==> config.mk <==
export PLATFORM = sky130hd
export DESIGN_NAME = bpbt_xcvr
export DESIGN_NICKNAME = d
export VERILOG_FILES = /design/src/bpbt_pkg.sv /design/src/bpbt_dir_path.sv /design/src/bpbt_pin_sync.sv /design/src/bpbt_xcvr.sv
export SDC_FILE = /design/constraint.sdc
export NUM_CORES = 1
export LEC_CHECK = 0
export BUFFER_PORTS_ARGS = -buffer_cell sky130_fd_sc_hd__buf_4
export CORE_MARGIN = 4
export CORE_UTILIZATION = 59
export CTS_CLUSTER_SIZE = 20
export DETAILED_ROUTE_END_ITERATION = 8
export PLACE_DENSITY = 0.89
export SLEW_MARGIN = 30
export SYNTH_ARGS = -nofsm -noshare
export SYNTH_HDL_FRONTEND = slang
export SYNTH_HIERARCHICAL = 1
export SYNTH_SLANG_ARGS = --single-unit
==> constraint.sdc <==
create_clock -name clk_i -period 8.02 [get_ports clk_i]
set_clock_uncertainty 0.1 [all_clocks]
set_input_delay 1.604 -clock clk_i [delete_from_list [all_inputs] [get_ports clk_i]]
set_output_delay 1.604 -clock clk_i [all_outputs]
set_load 0.1 [all_outputs]
==> src/bpbt_pkg.sv <==
// bpbt_pkg: shared types, register map and reset values of the parity transceiver
// assumes: a 32-bit classic wishbone slave and one 125 MHz clock
package bpbt_pkg;

    // ************************************************
    // widths and timing
    // ************************************************
    localparam int          DATA_W      = 16;
    localparam int          PAR_W       = 2;
    localparam int          PORT_W      = DATA_W + PAR_W;
    localparam int          SYNC_STAGES = 3;
    localparam int          CLK_PERIOD_NS = 8;

    // ************************************************
    // register map
    // ************************************************
    localparam logic [7:0]  CTRL_OFS    = 8'h00;
    localparam logic [7:0]  STATUS_OFS  = 8'h04;
    localparam logic [7:0]  MASK_OFS    = 8'h08;
    localparam logic [7:0]  LIVE_OFS    = 8'h0C;
    localparam int          CTRL_W      = 10;
    localparam int          EVT_W       = 2;
    localparam int          EVT_AB_POS  = 0;
    localparam int          EVT_BA_POS  = 1;

    // ************************************************
    // types
    // ************************************************
    typedef enum logic [2:0] {
        BPBT_MODE_BUF   = 3'h1,
        BPBT_MODE_LATCH = 3'h2,
        BPBT_MODE_REG   = 3'h4
    } bpbt_mode_type;

    typedef struct packed {
        logic          b_to_a_output_enable_n;
        logic          a_to_b_output_enable_n;
        bpbt_mode_type ba_mode;
        bpbt_mode_type ab_mode;
        logic          odd_sel;
        logic          check_both;
    } bpbt_ctrl_type;

    typedef struct packed {
        logic [PAR_W-1:0]  par;
        logic [DATA_W-1:0] data;
    } bpbt_word_type;

    localparam bpbt_ctrl_type CTRL_RST = '{
        b_to_a_output_enable_n : 1'b1,
        a_to_b_output_enable_n : 1'b1,
        ba_mode                : BPBT_MODE_BUF,
        ab_mode                : BPBT_MODE_BUF,
        odd_sel                : 1'b0,
        check_both             : 1'b1
    };
    localparam logic [EVT_W-1:0] MASK_RST = 2'h0;

    // ************************************************
    // functions
    // ************************************************
    // parity bit that makes a byte even (odd_sel low) or odd (odd_sel high)
    function automatic logic par_gen(input logic [7:0] byte_v, input logic odd_sel);
        par_gen = (^byte_v) ^ odd_sel;
    endfunction

    // high when byte and its parity bit miss the selected sense
    function automatic logic par_bad(input logic [7:0] byte_v, input logic par_v, input logic odd_sel);
        par_bad = (^{byte_v, par_v}) ^ odd_sel;
    endfunction

endpackage

==> src/bpbt_dir_path.sv <==
// bpbt_dir_path: one transfer direction, buffer/latch/register plus parity
// assumes: synchronised inputs and a one-cycle capture pulse on the same clock
`timescale 1ns/1ps
module bpbt_dir_path (
    input  wire logic                   clk_i,
    input  wire logic                   rst_i,
    input  wire bpbt_pkg::bpbt_word_type in_i,
    input  wire bpbt_pkg::bpbt_mode_type mode_i,
    input  wire logic                   latch_en_i,
    input  wire logic                   cap_i,
    input  wire logic                   gen_i,
    input  wire logic                   odd_i,
    output bpbt_pkg::bpbt_word_type      out_o,
    output logic                        err_o
);
    bpbt_pkg::bpbt_word_type hold_reg;
    bpbt_pkg::bpbt_word_type hold_next;
    bpbt_pkg::bpbt_word_type sel_word;
    logic                    load;
    logic [1:0]              bad;
    logic [1:0]              gen_par;

    // ************************************************
    // storage
    // ************************************************
    // latch follow, register capture
    assign load = ((mode_i == bpbt_pkg::BPBT_MODE_LATCH) && latch_en_i) ||
                  ((mode_i == bpbt_pkg::BPBT_MODE_REG) && cap_i);
    assign hold_next = load ? in_i : hold_reg;

    always_ff @(posedge clk_i) begin
        if (rst_i) begin
            hold_reg <= '0;
        end else begin
            hold_reg <= hold_next;
        end
    end

    always_comb begin
        unique case (mode_i)
            bpbt_pkg::BPBT_MODE_LATCH: sel_word = latch_en_i ? in_i : hold_reg;
            bpbt_pkg::BPBT_MODE_REG:   sel_word = hold_reg;
            bpbt_pkg::BPBT_MODE_BUF:   sel_word = in_i;
            default:                   sel_word = in_i;
        endcase
    end

    // ************************************************
    // parity
    // ************************************************
    // per-byte parity, mode independent
    assign gen_par[0] = bpbt_pkg::par_gen(sel_word.data[7:0], odd_i);
    assign gen_par[1] = bpbt_pkg::par_gen(sel_word.data[15:8], odd_i);
    assign bad[0]     = bpbt_pkg::par_bad(sel_word.data[7:0], sel_word.par[0], odd_i);
    assign bad[1]     = bpbt_pkg::par_bad(sel_word.data[15:8], sel_word.par[1], odd_i);
    assign out_o      = {(gen_i ? gen_par : sel_word.par), sel_word.data};
    assign err_o      = ~gen_i & (|bad);
endmodule

==> src/bpbt_pin_sync.sv <==
// bpbt_pin_sync: three-stage pin synchroniser with agreement filter
// assumes: asynchronous pin levels, one clock, synchronous reset
`timescale 1ns/1ps
module bpbt_pin_sync #(
    parameter int W = 1
) (
    input  wire logic         clk_i,
    input  wire logic         rst_i,
    input  wire logic [W-1:0] pin_i,
    output logic      [W-1:0] level_o
);
    logic [W-1:0] s1_reg;
    logic [W-1:0] s2_reg;
    logic [W-1:0] s3_reg;
    logic [W-1:0] level_reg;
    logic [W-1:0] level_next;

    // take a bit only once stages two and three agree
    assign level_next = (~(s2_reg ^ s3_reg) & s2_reg) | ((s2_reg ^ s3_reg) & level_reg);
    assign level_o    = level_reg;

    always_ff @(posedge clk_i) begin
        if (rst_i) begin
            s1_reg    <= '0;
            s2_reg    <= '0;
            s3_reg    <= '0;
            level_reg <= '0;
        end else begin
            s1_reg    <= pin_i;
            s2_reg    <= s1_reg;
            s3_reg    <= s2_reg;
            level_reg <= level_next;
        end
    end
endmodule

==> src/bpbt_xcvr.sv <==
// bpbt_xcvr: 18-bit two-port parity transceiver with wishbone control
// assumes: pins arrive asynchronously, open-drain flags pulled up outside
`timescale 1ns/1ps
module bpbt_xcvr (
    input  wire logic                        clk_i,
    input  wire logic                        rst_i,
    input  wire logic                        wb_cyc_i,
    input  wire logic                        wb_stb_i,
    input  wire logic                        wb_we_i,
    input  wire logic [7:0]                  wb_adr_i,
    input  wire logic [3:0]                  wb_sel_i,
    input  wire logic [31:0]                 wb_dat_i,
    output logic      [31:0]                 wb_dat_o,
    output logic                             wb_ack_o,
    output logic                             irq_o,
    input  wire logic [bpbt_pkg::DATA_W-1:0] a_data_i,
    output logic      [bpbt_pkg::DATA_W-1:0] a_data_o,
    output logic                             a_data_oe_o,
    input  wire logic                        a_side_parity_low_byte_i,
    output logic                             a_side_parity_low_byte_o,
    output logic                             a_side_parity_low_byte_oe_o,
    input  wire logic                        a_side_parity_high_byte_i,
    output logic                             a_side_parity_high_byte_o,
    output logic                             a_side_parity_high_byte_oe_o,
    input  wire logic [bpbt_pkg::DATA_W-1:0] b_data_i,
    output logic      [bpbt_pkg::DATA_W-1:0] b_data_o,
    output logic                             b_data_oe_o,
    input  wire logic [bpbt_pkg::PAR_W-1:0]  b_par_i,
    output logic      [bpbt_pkg::PAR_W-1:0]  b_par_o,
    output logic                             b_par_oe_o,
    input  wire logic                        ab_latch_en_i,
    input  wire logic                        ab_cap_clk_i,
    input  wire logic                        ba_latch_en_i,
    input  wire logic                        ba_cap_clk_i,
    output logic                             ab_parity_fault_flag_n_o,
    output logic                             ab_parity_fault_flag_n_oe_o,
    output logic                             ba_parity_fault_flag_n_o,
    output logic                             ba_parity_fault_flag_n_oe_o
);
    localparam int PIN_W = 2 * bpbt_pkg::PORT_W + 4;

    bpbt_pkg::bpbt_ctrl_type     ctrl_reg;
    bpbt_pkg::bpbt_ctrl_type     ctrl_next;
    logic [bpbt_pkg::EVT_W-1:0]  status_reg;
    logic [bpbt_pkg::EVT_W-1:0]  status_next;
    logic [bpbt_pkg::EVT_W-1:0]  mask_reg;
    logic [bpbt_pkg::EVT_W-1:0]  mask_next;
    logic [bpbt_pkg::EVT_W-1:0]  err_prev_reg;
    logic [bpbt_pkg::EVT_W-1:0]  err_now;
    logic [bpbt_pkg::EVT_W-1:0]  evt_set;
    logic [bpbt_pkg::EVT_W-1:0]  status_clr;
    logic [31:0]                 rd_mux;
    logic [31:0]                 wr_mask;
    logic [31:0]                 ctrl_wr;
    logic [31:0]                 dat_reg;
    logic                        ack_reg;
    logic                        wb_req;
    logic                        wr_ctrl;
    logic                        wr_mask_hit;
    logic                        rd_status;
    logic [PIN_W-1:0]            pin_raw;
    logic [PIN_W-1:0]            pin_sync;
    bpbt_pkg::bpbt_word_type     a_in_raw;
    bpbt_pkg::bpbt_word_type     a_in;
    bpbt_pkg::bpbt_word_type     b_in;
    bpbt_pkg::bpbt_word_type     ab_out;
    bpbt_pkg::bpbt_word_type     ba_out;
    logic                        ab_le;
    logic                        ba_le;
    logic                        ab_clk_lvl;
    logic                        ba_clk_lvl;
    logic                        ab_clk_prev_reg;
    logic                        ba_clk_prev_reg;
    logic                        ab_cap;
    logic                        ba_cap;
    logic                        gen_mode;
    logic                        ab_err;
    logic                        ba_err;

    // ************************************************
    // pin synchronisers
    // ************************************************
    assign pin_raw = {ab_latch_en_i, ab_cap_clk_i, ba_latch_en_i, ba_cap_clk_i,
                      b_par_i, b_data_i,
                      a_side_parity_high_byte_i, a_side_parity_low_byte_i, a_data_i};

    bpbt_pin_sync #(
        .W       (PIN_W)
    ) u_pin_sync (
        .clk_i   (clk_i),
        .rst_i   (rst_i),
        .pin_i   (pin_raw),
        .level_o (pin_sync)
    );

    // two bytes plus two parity bits
    assign a_in_raw   = pin_sync[bpbt_pkg::PORT_W-1:0];
    assign b_in       = pin_sync[2*bpbt_pkg::PORT_W-1:bpbt_pkg::PORT_W];
    assign {ab_le, ab_clk_lvl, ba_le, ba_clk_lvl} = pin_sync[PIN_W-1:2*bpbt_pkg::PORT_W];
    assign ab_cap     = ab_clk_lvl & ~ab_clk_prev_reg;
    assign ba_cap     = ba_clk_lvl & ~ba_clk_prev_reg;

    // ************************************************
    // direction paths
    // ************************************************
    // generate a-to-b only when check_both is low
    assign gen_mode   = ~ctrl_reg.check_both;
    // a-side parity inputs dropped in generate mode
    assign a_in       = {(gen_mode ? 2'h0 : a_in_raw.par), a_in_raw.data};

    bpbt_dir_path u_ab_path (
        .clk_i      (clk_i),
        .rst_i      (rst_i),
        .in_i       (a_in),
        .mode_i     (ctrl_reg.ab_mode),
        .latch_en_i (ab_le),
        .cap_i      (ab_cap),
        .gen_i      (gen_mode),
        .odd_i      (ctrl_reg.odd_sel),
        .out_o      (ab_out),
        .err_o      (ab_err)
    );

    bpbt_dir_path u_ba_path (
        .clk_i      (clk_i),
        .rst_i      (rst_i),
        .in_i       (b_in),
        .mode_i     (ctrl_reg.ba_mode),
        .latch_en_i (ba_le),
        .cap_i      (ba_cap),
        .gen_i      (1'b0),
        .odd_i      (ctrl_reg.odd_sel),
        .out_o      (ba_out),
        .err_o      (ba_err)
    );

    // ************************************************
    // pin drivers
    // ************************************************
    assign b_data_o                     = ab_out.data;
    assign b_par_o                      = ab_out.par;
    assign b_data_oe_o                  = ~ctrl_reg.a_to_b_output_enable_n;
    assign b_par_oe_o                   = ~ctrl_reg.a_to_b_output_enable_n;
    assign a_data_o                     = ba_out.data;
    assign a_side_parity_low_byte_o     = ba_out.par[0];
    assign a_side_parity_high_byte_o    = ba_out.par[1];
    assign a_data_oe_o                  = ~ctrl_reg.b_to_a_output_enable_n;
    assign a_side_parity_low_byte_oe_o  = ~ctrl_reg.b_to_a_output_enable_n;
    assign a_side_parity_high_byte_oe_o = ~ctrl_reg.b_to_a_output_enable_n;
    // open-drain flags pull low on error
    assign ab_parity_fault_flag_n_o     = 1'b0;
    assign ab_parity_fault_flag_n_oe_o  = ab_err;
    assign ba_parity_fault_flag_n_o     = 1'b0;
    assign ba_parity_fault_flag_n_oe_o  = ba_err;

    // ************************************************
    // wishbone slave
    // ************************************************
    assign wb_req      = wb_cyc_i & wb_stb_i & ~ack_reg;
    assign wr_ctrl     = wb_req & wb_we_i & (wb_adr_i == bpbt_pkg::CTRL_OFS);
    assign wr_mask_hit = wb_req & wb_we_i & (wb_adr_i == bpbt_pkg::MASK_OFS);
    assign rd_status   = wb_req & ~wb_we_i & (wb_adr_i == bpbt_pkg::STATUS_OFS);
    assign wr_mask     = {{8{wb_sel_i[3]}}, {8{wb_sel_i[2]}}, {8{wb_sel_i[1]}}, {8{wb_sel_i[0]}}};
    assign ctrl_wr     = (wb_dat_i & wr_mask) | ({22'h000000, ctrl_reg} & ~wr_mask);
    assign ctrl_next   = wr_ctrl ? bpbt_pkg::bpbt_ctrl_type'(ctrl_wr[bpbt_pkg::CTRL_W-1:0]) : ctrl_reg;
    assign mask_next   = (wr_mask_hit && wb_sel_i[0]) ? wb_dat_i[bpbt_pkg::EVT_W-1:0] : mask_reg;
    assign rd_mux      = (wb_adr_i == bpbt_pkg::CTRL_OFS)   ? {22'h000000, ctrl_reg}   :
                         (wb_adr_i == bpbt_pkg::STATUS_OFS) ? {30'h00000000, status_reg} :
                         (wb_adr_i == bpbt_pkg::MASK_OFS)   ? {30'h00000000, mask_reg}   :
                         (wb_adr_i == bpbt_pkg::LIVE_OFS)   ? {30'h00000000, err_now}    : 32'h00000000;
    assign wb_ack_o    = ack_reg;
    assign wb_dat_o    = dat_reg;

    // ************************************************
    // interrupt status
    // ************************************************
    assign err_now     = {ba_err, ab_err};
    assign evt_set     = err_now & ~err_prev_reg;
    assign status_clr  = rd_status ? status_reg : '0;
    assign status_next = (status_reg & ~status_clr) | evt_set;
    assign irq_o       = |(status_reg & mask_reg);

    always_ff @(posedge clk_i) begin
        if (rst_i) begin
            ctrl_reg        <= bpbt_pkg::CTRL_RST;
            mask_reg        <= bpbt_pkg::MASK_RST;
            status_reg      <= '0;
            err_prev_reg    <= '0;
            ack_reg         <= 1'b0;
            dat_reg         <= 32'h00000000;
            ab_clk_prev_reg <= 1'b0;
            ba_clk_prev_reg <= 1'b0;
        end else begin
            ctrl_reg        <= ctrl_next;
            mask_reg        <= mask_next;
            status_reg      <= status_next;
            err_prev_reg    <= err_now;
            ack_reg         <= wb_req;
            dat_reg         <= wb_req ? rd_mux : dat_reg;
            ab_clk_prev_reg <= ab_clk_lvl;
            ba_clk_prev_reg <= ba_clk_lvl;
        end
    end
endmodule

==> flow_summary_export.csv, run 1 <==
group,metric,value,unit
outcome,outcome,"finished clean",
critical_path,critPathLaunchType,"flip-flop",
grt,antenna_found_initial,0,
cts,clk_pin_slew,0.06,ns
final_layout,area_delta_synth_final,19.2,%
cts,clk_latency,0.49,ns
pwr,power.switching,0.517,mW
cts,post-cts-setup-buffer-count,0,
grt,grt_max_degree,151,
job,maxCapViolCount,0,
timing,fmax,195,MHz
cts,cts_made_buffers,23,
synth,synth_top_area_share,52.7,%
pwr,combPwrFrac,6.1,%
timing,finalHoldViolCount,0,
cts,cts.sinks,225,
critical_path,crit_fanout,22,
timing,timing.slew.headroom,42.3,%
critical_path,crit_type,"reg2out",
detailed_routing,ant_nets,0,
pwr,p_leak,4.16,nW
timing,setup-violations-final,0,
floorplanning,rows,43,
timing,final-max-slew-violation-count,0,
floorplanning,die_h,128,µm
floorplanning,die-area,0.0165,mm²
grt,grt_use_total,18.5,%
synth,synth_cell_type_count,37,
pwr,switching_share,22.2,%
synth,ys_ff_latch,225,
synth,synth-edff-count,0,
synth,synth_seq_area_share,52.7,%
cts,clock_path_buffers,3,
floorplanning,die_x,128,µm
final_layout,fin_area,0.0102,mm²
synth,synth_cells,825,
final_layout,drive_gt1_share,21.6,%
hold_path,whs_endpoint,"u_pin_sync/s2_reg[22]",
synth,synthFlopType,"dfxtp_1",
synth,yosysWarnings,6,
detailed_routing,drc,0,
critical_path,arrival,3.41,ns
pwr,vdd_drop_max,157,µV
cts,holdBufCountCts,0,
pwr,internal_power,1.82,mW
pwr,sequentialPowerShare,49.4,%
synth,synth_area_per_cell,10.4,µm²
cts,cts_resized,0,
timing,fin_tns_setup,0,ns
critical_path,ff2ff_setup_slack,4.66,ns
synth,ys_async_sr_fraction,0,%
timing,worstMarginPinSlew,0.866,ns
grt,grt-ovfl-total,0,
hold_path,hp-class,"reg2reg",
pwr,clock_power_share,44.4,%
placement,dp_hpwl,10200,µm
floorplanning,num_io_pins,168,
synth,synth.most_common_cell,"dfxtp_1",
timing,rsz0062_at_grt,"no",
placement,placed_cell_area,0.00944,mm²
timing,min_period,5.12,ns
final_layout,num-nets-final,1028,
grt,grt_pass1_wl,25500,µm
synth,synth_common_cells,"dfxtp_1, nor2b_1, mux2i_1, a21oi_1, nor2_1",
critical_path,worstPathRequired,6.32,ns
grt,grt_pass1_vias,5445,
cts,htreeDepth,1,
final_layout,final_core_util,72.6,%
final_layout,num_antenna_cells,0,
synth,synthTopCellsByArea,"dfxtp_1, nor2b_1, mux2i_1, xnor2_1, mux2_2",
hold_path,worst_hold_path.num_cells,1,
synth,netlist_area,0.00854,mm²
cts,root_buffer,"clkbuf_16",
critical_path,r2r-end,"wb_dat_o[1]",
timing,period_share,63.8,%
pwr,power_density,229,mW/mm²
detailed_routing,wire_per_inst,13.9,µm
cts,cts_tree,"yes",
critical_path,reg2regPathDepth,11,
detailed_routing,drtPass1Iterations,5,
critical_path,crit_path_end_kind,"primary output",
detailed_routing,dr_total_vias,5736,
synth,yosysTopAreaCell,"dfxtp_1",
floorplanning,coreArea,0.0140,mm²
detailed_routing,routed_wl,15700,µm
detailed_routing,vias_per_cell,5.05,
floorplanning,initial_core_util,60.8,%
placement,globalplace.congestion,0.805,
detailed_routing,drt_iter0_markers,360,
placement,io_buffers,119,
hold_path,min_from,"u_pin_sync/s1_reg[22]",
[area by class of cell]
cell class	count	area [µm²]
Sequential cell	225	4500
Tap cell	180	225
Inverter	7	26.3
Clock inverter	9	98.8
Timing Repair Buffer	125	945
Multi-Input combinational cell	557	3740
Fill cell	1042	3850
Clock buffer	32	649
[cells in the final DEF, fill, tap and decap left out, types with 2 or more instances in the layout]
cell	synthesis	layout
mux2_4	2	2
buf_4	28	124
xor2_1	6	6
nand4_1	11	11
o21bai_1	2	2
nand2_1	50	50
mux2_2	32	32
clkbuf_8	0	5
a21oi_2	0	2
o21ai_2	2	2
conb_1	1	29
clkinv_2	0	6
mux2i_1	58	58
xnor2_1	50	50
and2_1	4	4
nor2b_1	126	126
o211ai_2	2	2
clkbuf_16	0	23
a21o_1	2	2
nor2_1	52	52
o21ai_0	40	40
nand3b_1	5	5
xnor3_2	2	2
clkbuf_1	11	5
mux4_1	2	2
inv_1	7	7
a22o_1	3	3
dfxtp_1	225	225
bufinv_16	0	2
a21oi_1	56	54
nand2b_1	13	13
[routing by layer]
metal  GRT usage (%)  vias to the layer above  part of all wire (%)
li1                -                     2904                     -
met1            24.0                     2647                    44
met2            31.6                      161                    49
met3            3.20                       24                   5.6
met4            5.87                        0                   1.9
met5               0                        -                     0
[cell families (layout without fill, tap and decap cells)]
group | count (synthesis) | in the layout | share of synthesized area, %
other | 1 | 29 | 0.0439
DFF | 225 | 225 | 52.7
and+or+nand+nor | 268 | 268 | 17.3
AOI/OAI and AO/OA | 108 | 108 | 6.88
xor gates and xnor gates | 58 | 58 | 6.30
buffers and inverters | 71 | 173 | 4.83
muxes | 94 | 94 | 12.0
[power groups by stage]
stage | sequential (mW) | combinational, mW | clock [mW]
2_1_floorplan | 1.18 | 0.117 | 0
3_3_place_gp | 1.18 | 0.142 | 0
3_5_place_dp | 1.18 | 0.143 | 0
4_1_cts | 1.15 | 0.144 | 1.06
5_1_grt | 1.16 | 0.152 | 1.11
6_report | 1.15 | 0.143 | 1.04
[per-stage QoR]
stage	std cells	hold WS (ns)	setup WS, ns	power [mW]
4_1_cts	1135	0.332	2.85	2.36
3_3_place_gp	1094	0.316	3.50	1.32
5_1_grt	1135	0.349	2.71	2.42
2_1_floorplan	853	0.314	2.69	1.29
3_5_place_dp	1094	0.321	3.41	1.32
6_report	1135	0.329	2.90	2.33
[worst max path at each step]
stage | from | endpoint | slack [ns] | cells past startpoint
2_1_floorplan | flip-flop | ba_parity_fault_flag_n_oe_o | 2.69 | 6
3_3_place_gp | flip-flop | ba_parity_fault_flag_n_oe_o | 3.50 | 9
3_5_place_dp | flip-flop | ba_parity_fault_flag_n_oe_o | 3.41 | 9
4_1_cts | flip-flop | ba_parity_fault_flag_n_oe_o | 2.85 | 9
5_1_grt | flip-flop | ba_parity_fault_flag_n_oe_o | 2.71 | 9
6_report | flip-flop | ba_parity_fault_flag_n_oe_o | 2.90 | 9
[worst max-delay path: stages, from the launching register on]
cell and delay (ns):
dfxtp_1 0.44, o21ai_2 0.10, o211ai_2 0.07, buf_4 0.33, mux2_2 0.40, xor2_1 0.20
xnor3_2 0.30, xnor2_1 0.27, mux2i_1 0.43, buf_4 0.37
No activity file was read; power rests on OpenSTA's default activity.
==> inputs of run 2 (changes only) <==
Settings changed: CORE_UTILIZATION 59 to 55, PLACE_DENSITY 0.89 to 0.84.
Clock period 8.02 ns to 4.9 ns, I/O delays scaled along.
==> run 2 against run 1 <==
Against the previous run: flip-flop and latch count is the same; largest power group unchanged; power grew 69%; worst setup slack lost 2.4 ns; critical path type unchanged; clock power grew 76%; cell area grew 0.85%; hold slack gained 0.0034 ns; non-clock buffer count is the same; wire length shrank 3.3%; die area grew 6.8%; final cell count grew 0.62%; global-route usage shrank 1.7 points; largest cell class unchanged; count of clock-buffer cells in the layout is the same.
==> flow_summary_export.csv, run 2 (synthesis results as in run 1) <==
group,metric,value,unit
pwr,vdd_drop_max,289,µV
pwr,power_density,385,mW/mm²
critical_path,crit_path_end_kind,"primary output",
grt,met2_usage,28.3,%
final_layout,area_delta_synth_final,20.3,%
final_layout,drive_gt1_share,21.7,%
floorplanning,die_h,133,µm
final_layout,num_antenna_cells,0,
placement,globalplace.congestion,0.800,
timing,timing.slew.headroom,43.6,%
critical_path,crit_fanout,15,
hold_path,hp-class,"reg2reg",
floorplanning,num_io_pins,168,
placement,dp_hpwl,9920,µm
grt,grt-ovfl-total,0,
cts,root_buffer,"clkbuf_16",
pwr,p_leak,4.19,nW
detailed_routing,dr_total_vias,5671,
cts,cts_tree,"yes",
grt,grt_max_degree,142,
detailed_routing,drtPass1Iterations,4,
critical_path,worstPathRequired,3.82,ns
floorplanning,rows,45,
cts,cts_resized,0,
grt,grt_use_total,16.8,%
outcome,outcome,"finished clean",
pwr,combPwrFrac,5.9,%
pwr,clock_power_share,46.3,%
critical_path,crit_type,"reg2out",
cts,clk_pin_slew,0.06,ns
cts,clock_path_buffers,3,
grt,globalRouteMet3Util,4.22,%
final_layout,nFillCells,1173,
cts,post-cts-setup-buffer-count,0,
final_layout,mostFrequentLayoutCell,"dfxtp_1",
pwr,fin_total_pwr,3.95,mW
timing,setup-violations-final,0,
grt,antenna_found_initial,0,
pwr,switching_share,21.4,%
detailed_routing,drc,0,
pwr,sequentialPowerShare,47.8,%
critical_path,critPathLaunchType,"flip-flop",
cts,htreeDepth,1,
timing,rsz0062_at_grt,"no",
timing,min_period,4.39,ns
hold_path,min_from,"u_pin_sync/s1_reg[16]",
timing,fin_tns_setup,0,ns
placement,pre_cts_slack,0.945,ns
floorplanning,initial_core_util,56.2,%
detailed_routing,ant_nets,0,
detailed_routing,wire_per_inst,13.3,µm
floorplanning,coreArea,0.0152,mm²
timing,finalHoldViolCount,0,
detailed_routing,routed_wl,15200,µm
floorplanning,die_x,133,µm
timing,fmax,228,MHz
grt,grt_pass1_vias,5334,
grt,grt_pass1_wl,25200,µm
placement,io_buffers,119,
final_layout,layout_common_cells,"dfxtp_1, nor2b_1, buf_4",
detailed_routing,vias_per_cell,4.97,
cts,cts.sinks,225,
timing,final-max-slew-violation-count,0,
final_layout,num-nets-final,1028,
floorplanning,die-area,0.0176,mm²
cts,cts_made_buffers,23,
pwr,power.switching,0.848,mW
cts,holdBufCountCts,0,
timing,period_share,89.6,%
detailed_routing,drt_iter0_markers,285,
grt,busiest_layer,"met2",
job,maxCapViolCount,0,
timing,fin_ws,0.512,ns
cts,clk_latency,0.49,ns
critical_path,arrival,3.31,ns
pwr,internal_power,3.10,mW
timing,worstMarginPinSlew,0.845,ns
grt,grtUsageMet1,21.7,%
==> run 2: changes by cell type in the layout (fill, tap and decap cells not counted) <==
cell / before / now
buf_4: 124 / 123
clkbuf_8: 5 / 7
clkinvlp_4: 0 / 1
clkinv_2: 6 / 3
clkbuf_1: 5 / 3
bufinv_16: 2 / 4
buf_12: 0 / 1
clkinv_4: 1 / 0
==> run 2: worst max-delay path: stages, from the launching register on <==
cell and delay (ns):
dfxtp_1 0.37, o211ai_2 0.45, buf_4 0.33, mux2_4 0.34, xnor3_2 0.39, xnor2_1 0.21, mux2i_1 0.37, buf_4 0.36
==> run 2: routing by layer <==
metal | vias up | wire (µm)
met5 | - | 0
met2 | 133 | 7260
met1 | 2607 | 6720
li1 | 2912 | -
met4 | 0 | 208
met3 | 19 | 1020
==> run 2: power by group through the flow <==
stage	combinational [mW]	sequential, mW	clock, mW
4_1_cts	0.236	1.89	1.88
2_1_floorplan	0.192	1.92	0
3_3_place_gp	0.233	1.93	0
3_5_place_dp	0.235	1.93	0
6_report	0.235	1.89	1.83
5_1_grt	0.251	1.89	1.95
==> run 2: cell type report <==
type	instances	area [µm²]	area share, %
flip-flops and latches	225	4500	43.8
well taps	188	235	2.29
multi-input cells	557	3740	36.4
clock inverters	8	143	1.39
inverters	7	26.3	0.256
repair buffers	125	957	9.32
clock buffers	32	669	6.51
==> run 2: per-stage QoR <==
step	hold slack (ns)	instances	instance area [µm²]	utilization, %
6_report	0.332	1142	10300	67.6
5_1_grt	0.344	1142	10300	67.6
4_1_cts	0.333	1142	10300	67.6
3_5_place_dp	0.320	1102	9460	62.2
3_3_place_gp	0.316	1102	9460	62.2
2_1_floorplan	0.314	853	8650	-
==> run 2: worst paths after layout <==
| path | to | slack [ns] | cells after the start |
|---|---|---|---|
| setup / recovery | ab_parity_fault_flag_n_oe_o | 0.51 | 7 |
| hold / removal | u_pin_sync/s2_reg[16] | 0.33 | 1 |
| setup reg to reg | wb_dat_o[0] | 1.70 | 9 |
| hold reg to reg | u_pin_sync/s2_reg[16] | 0.33 | 1 |
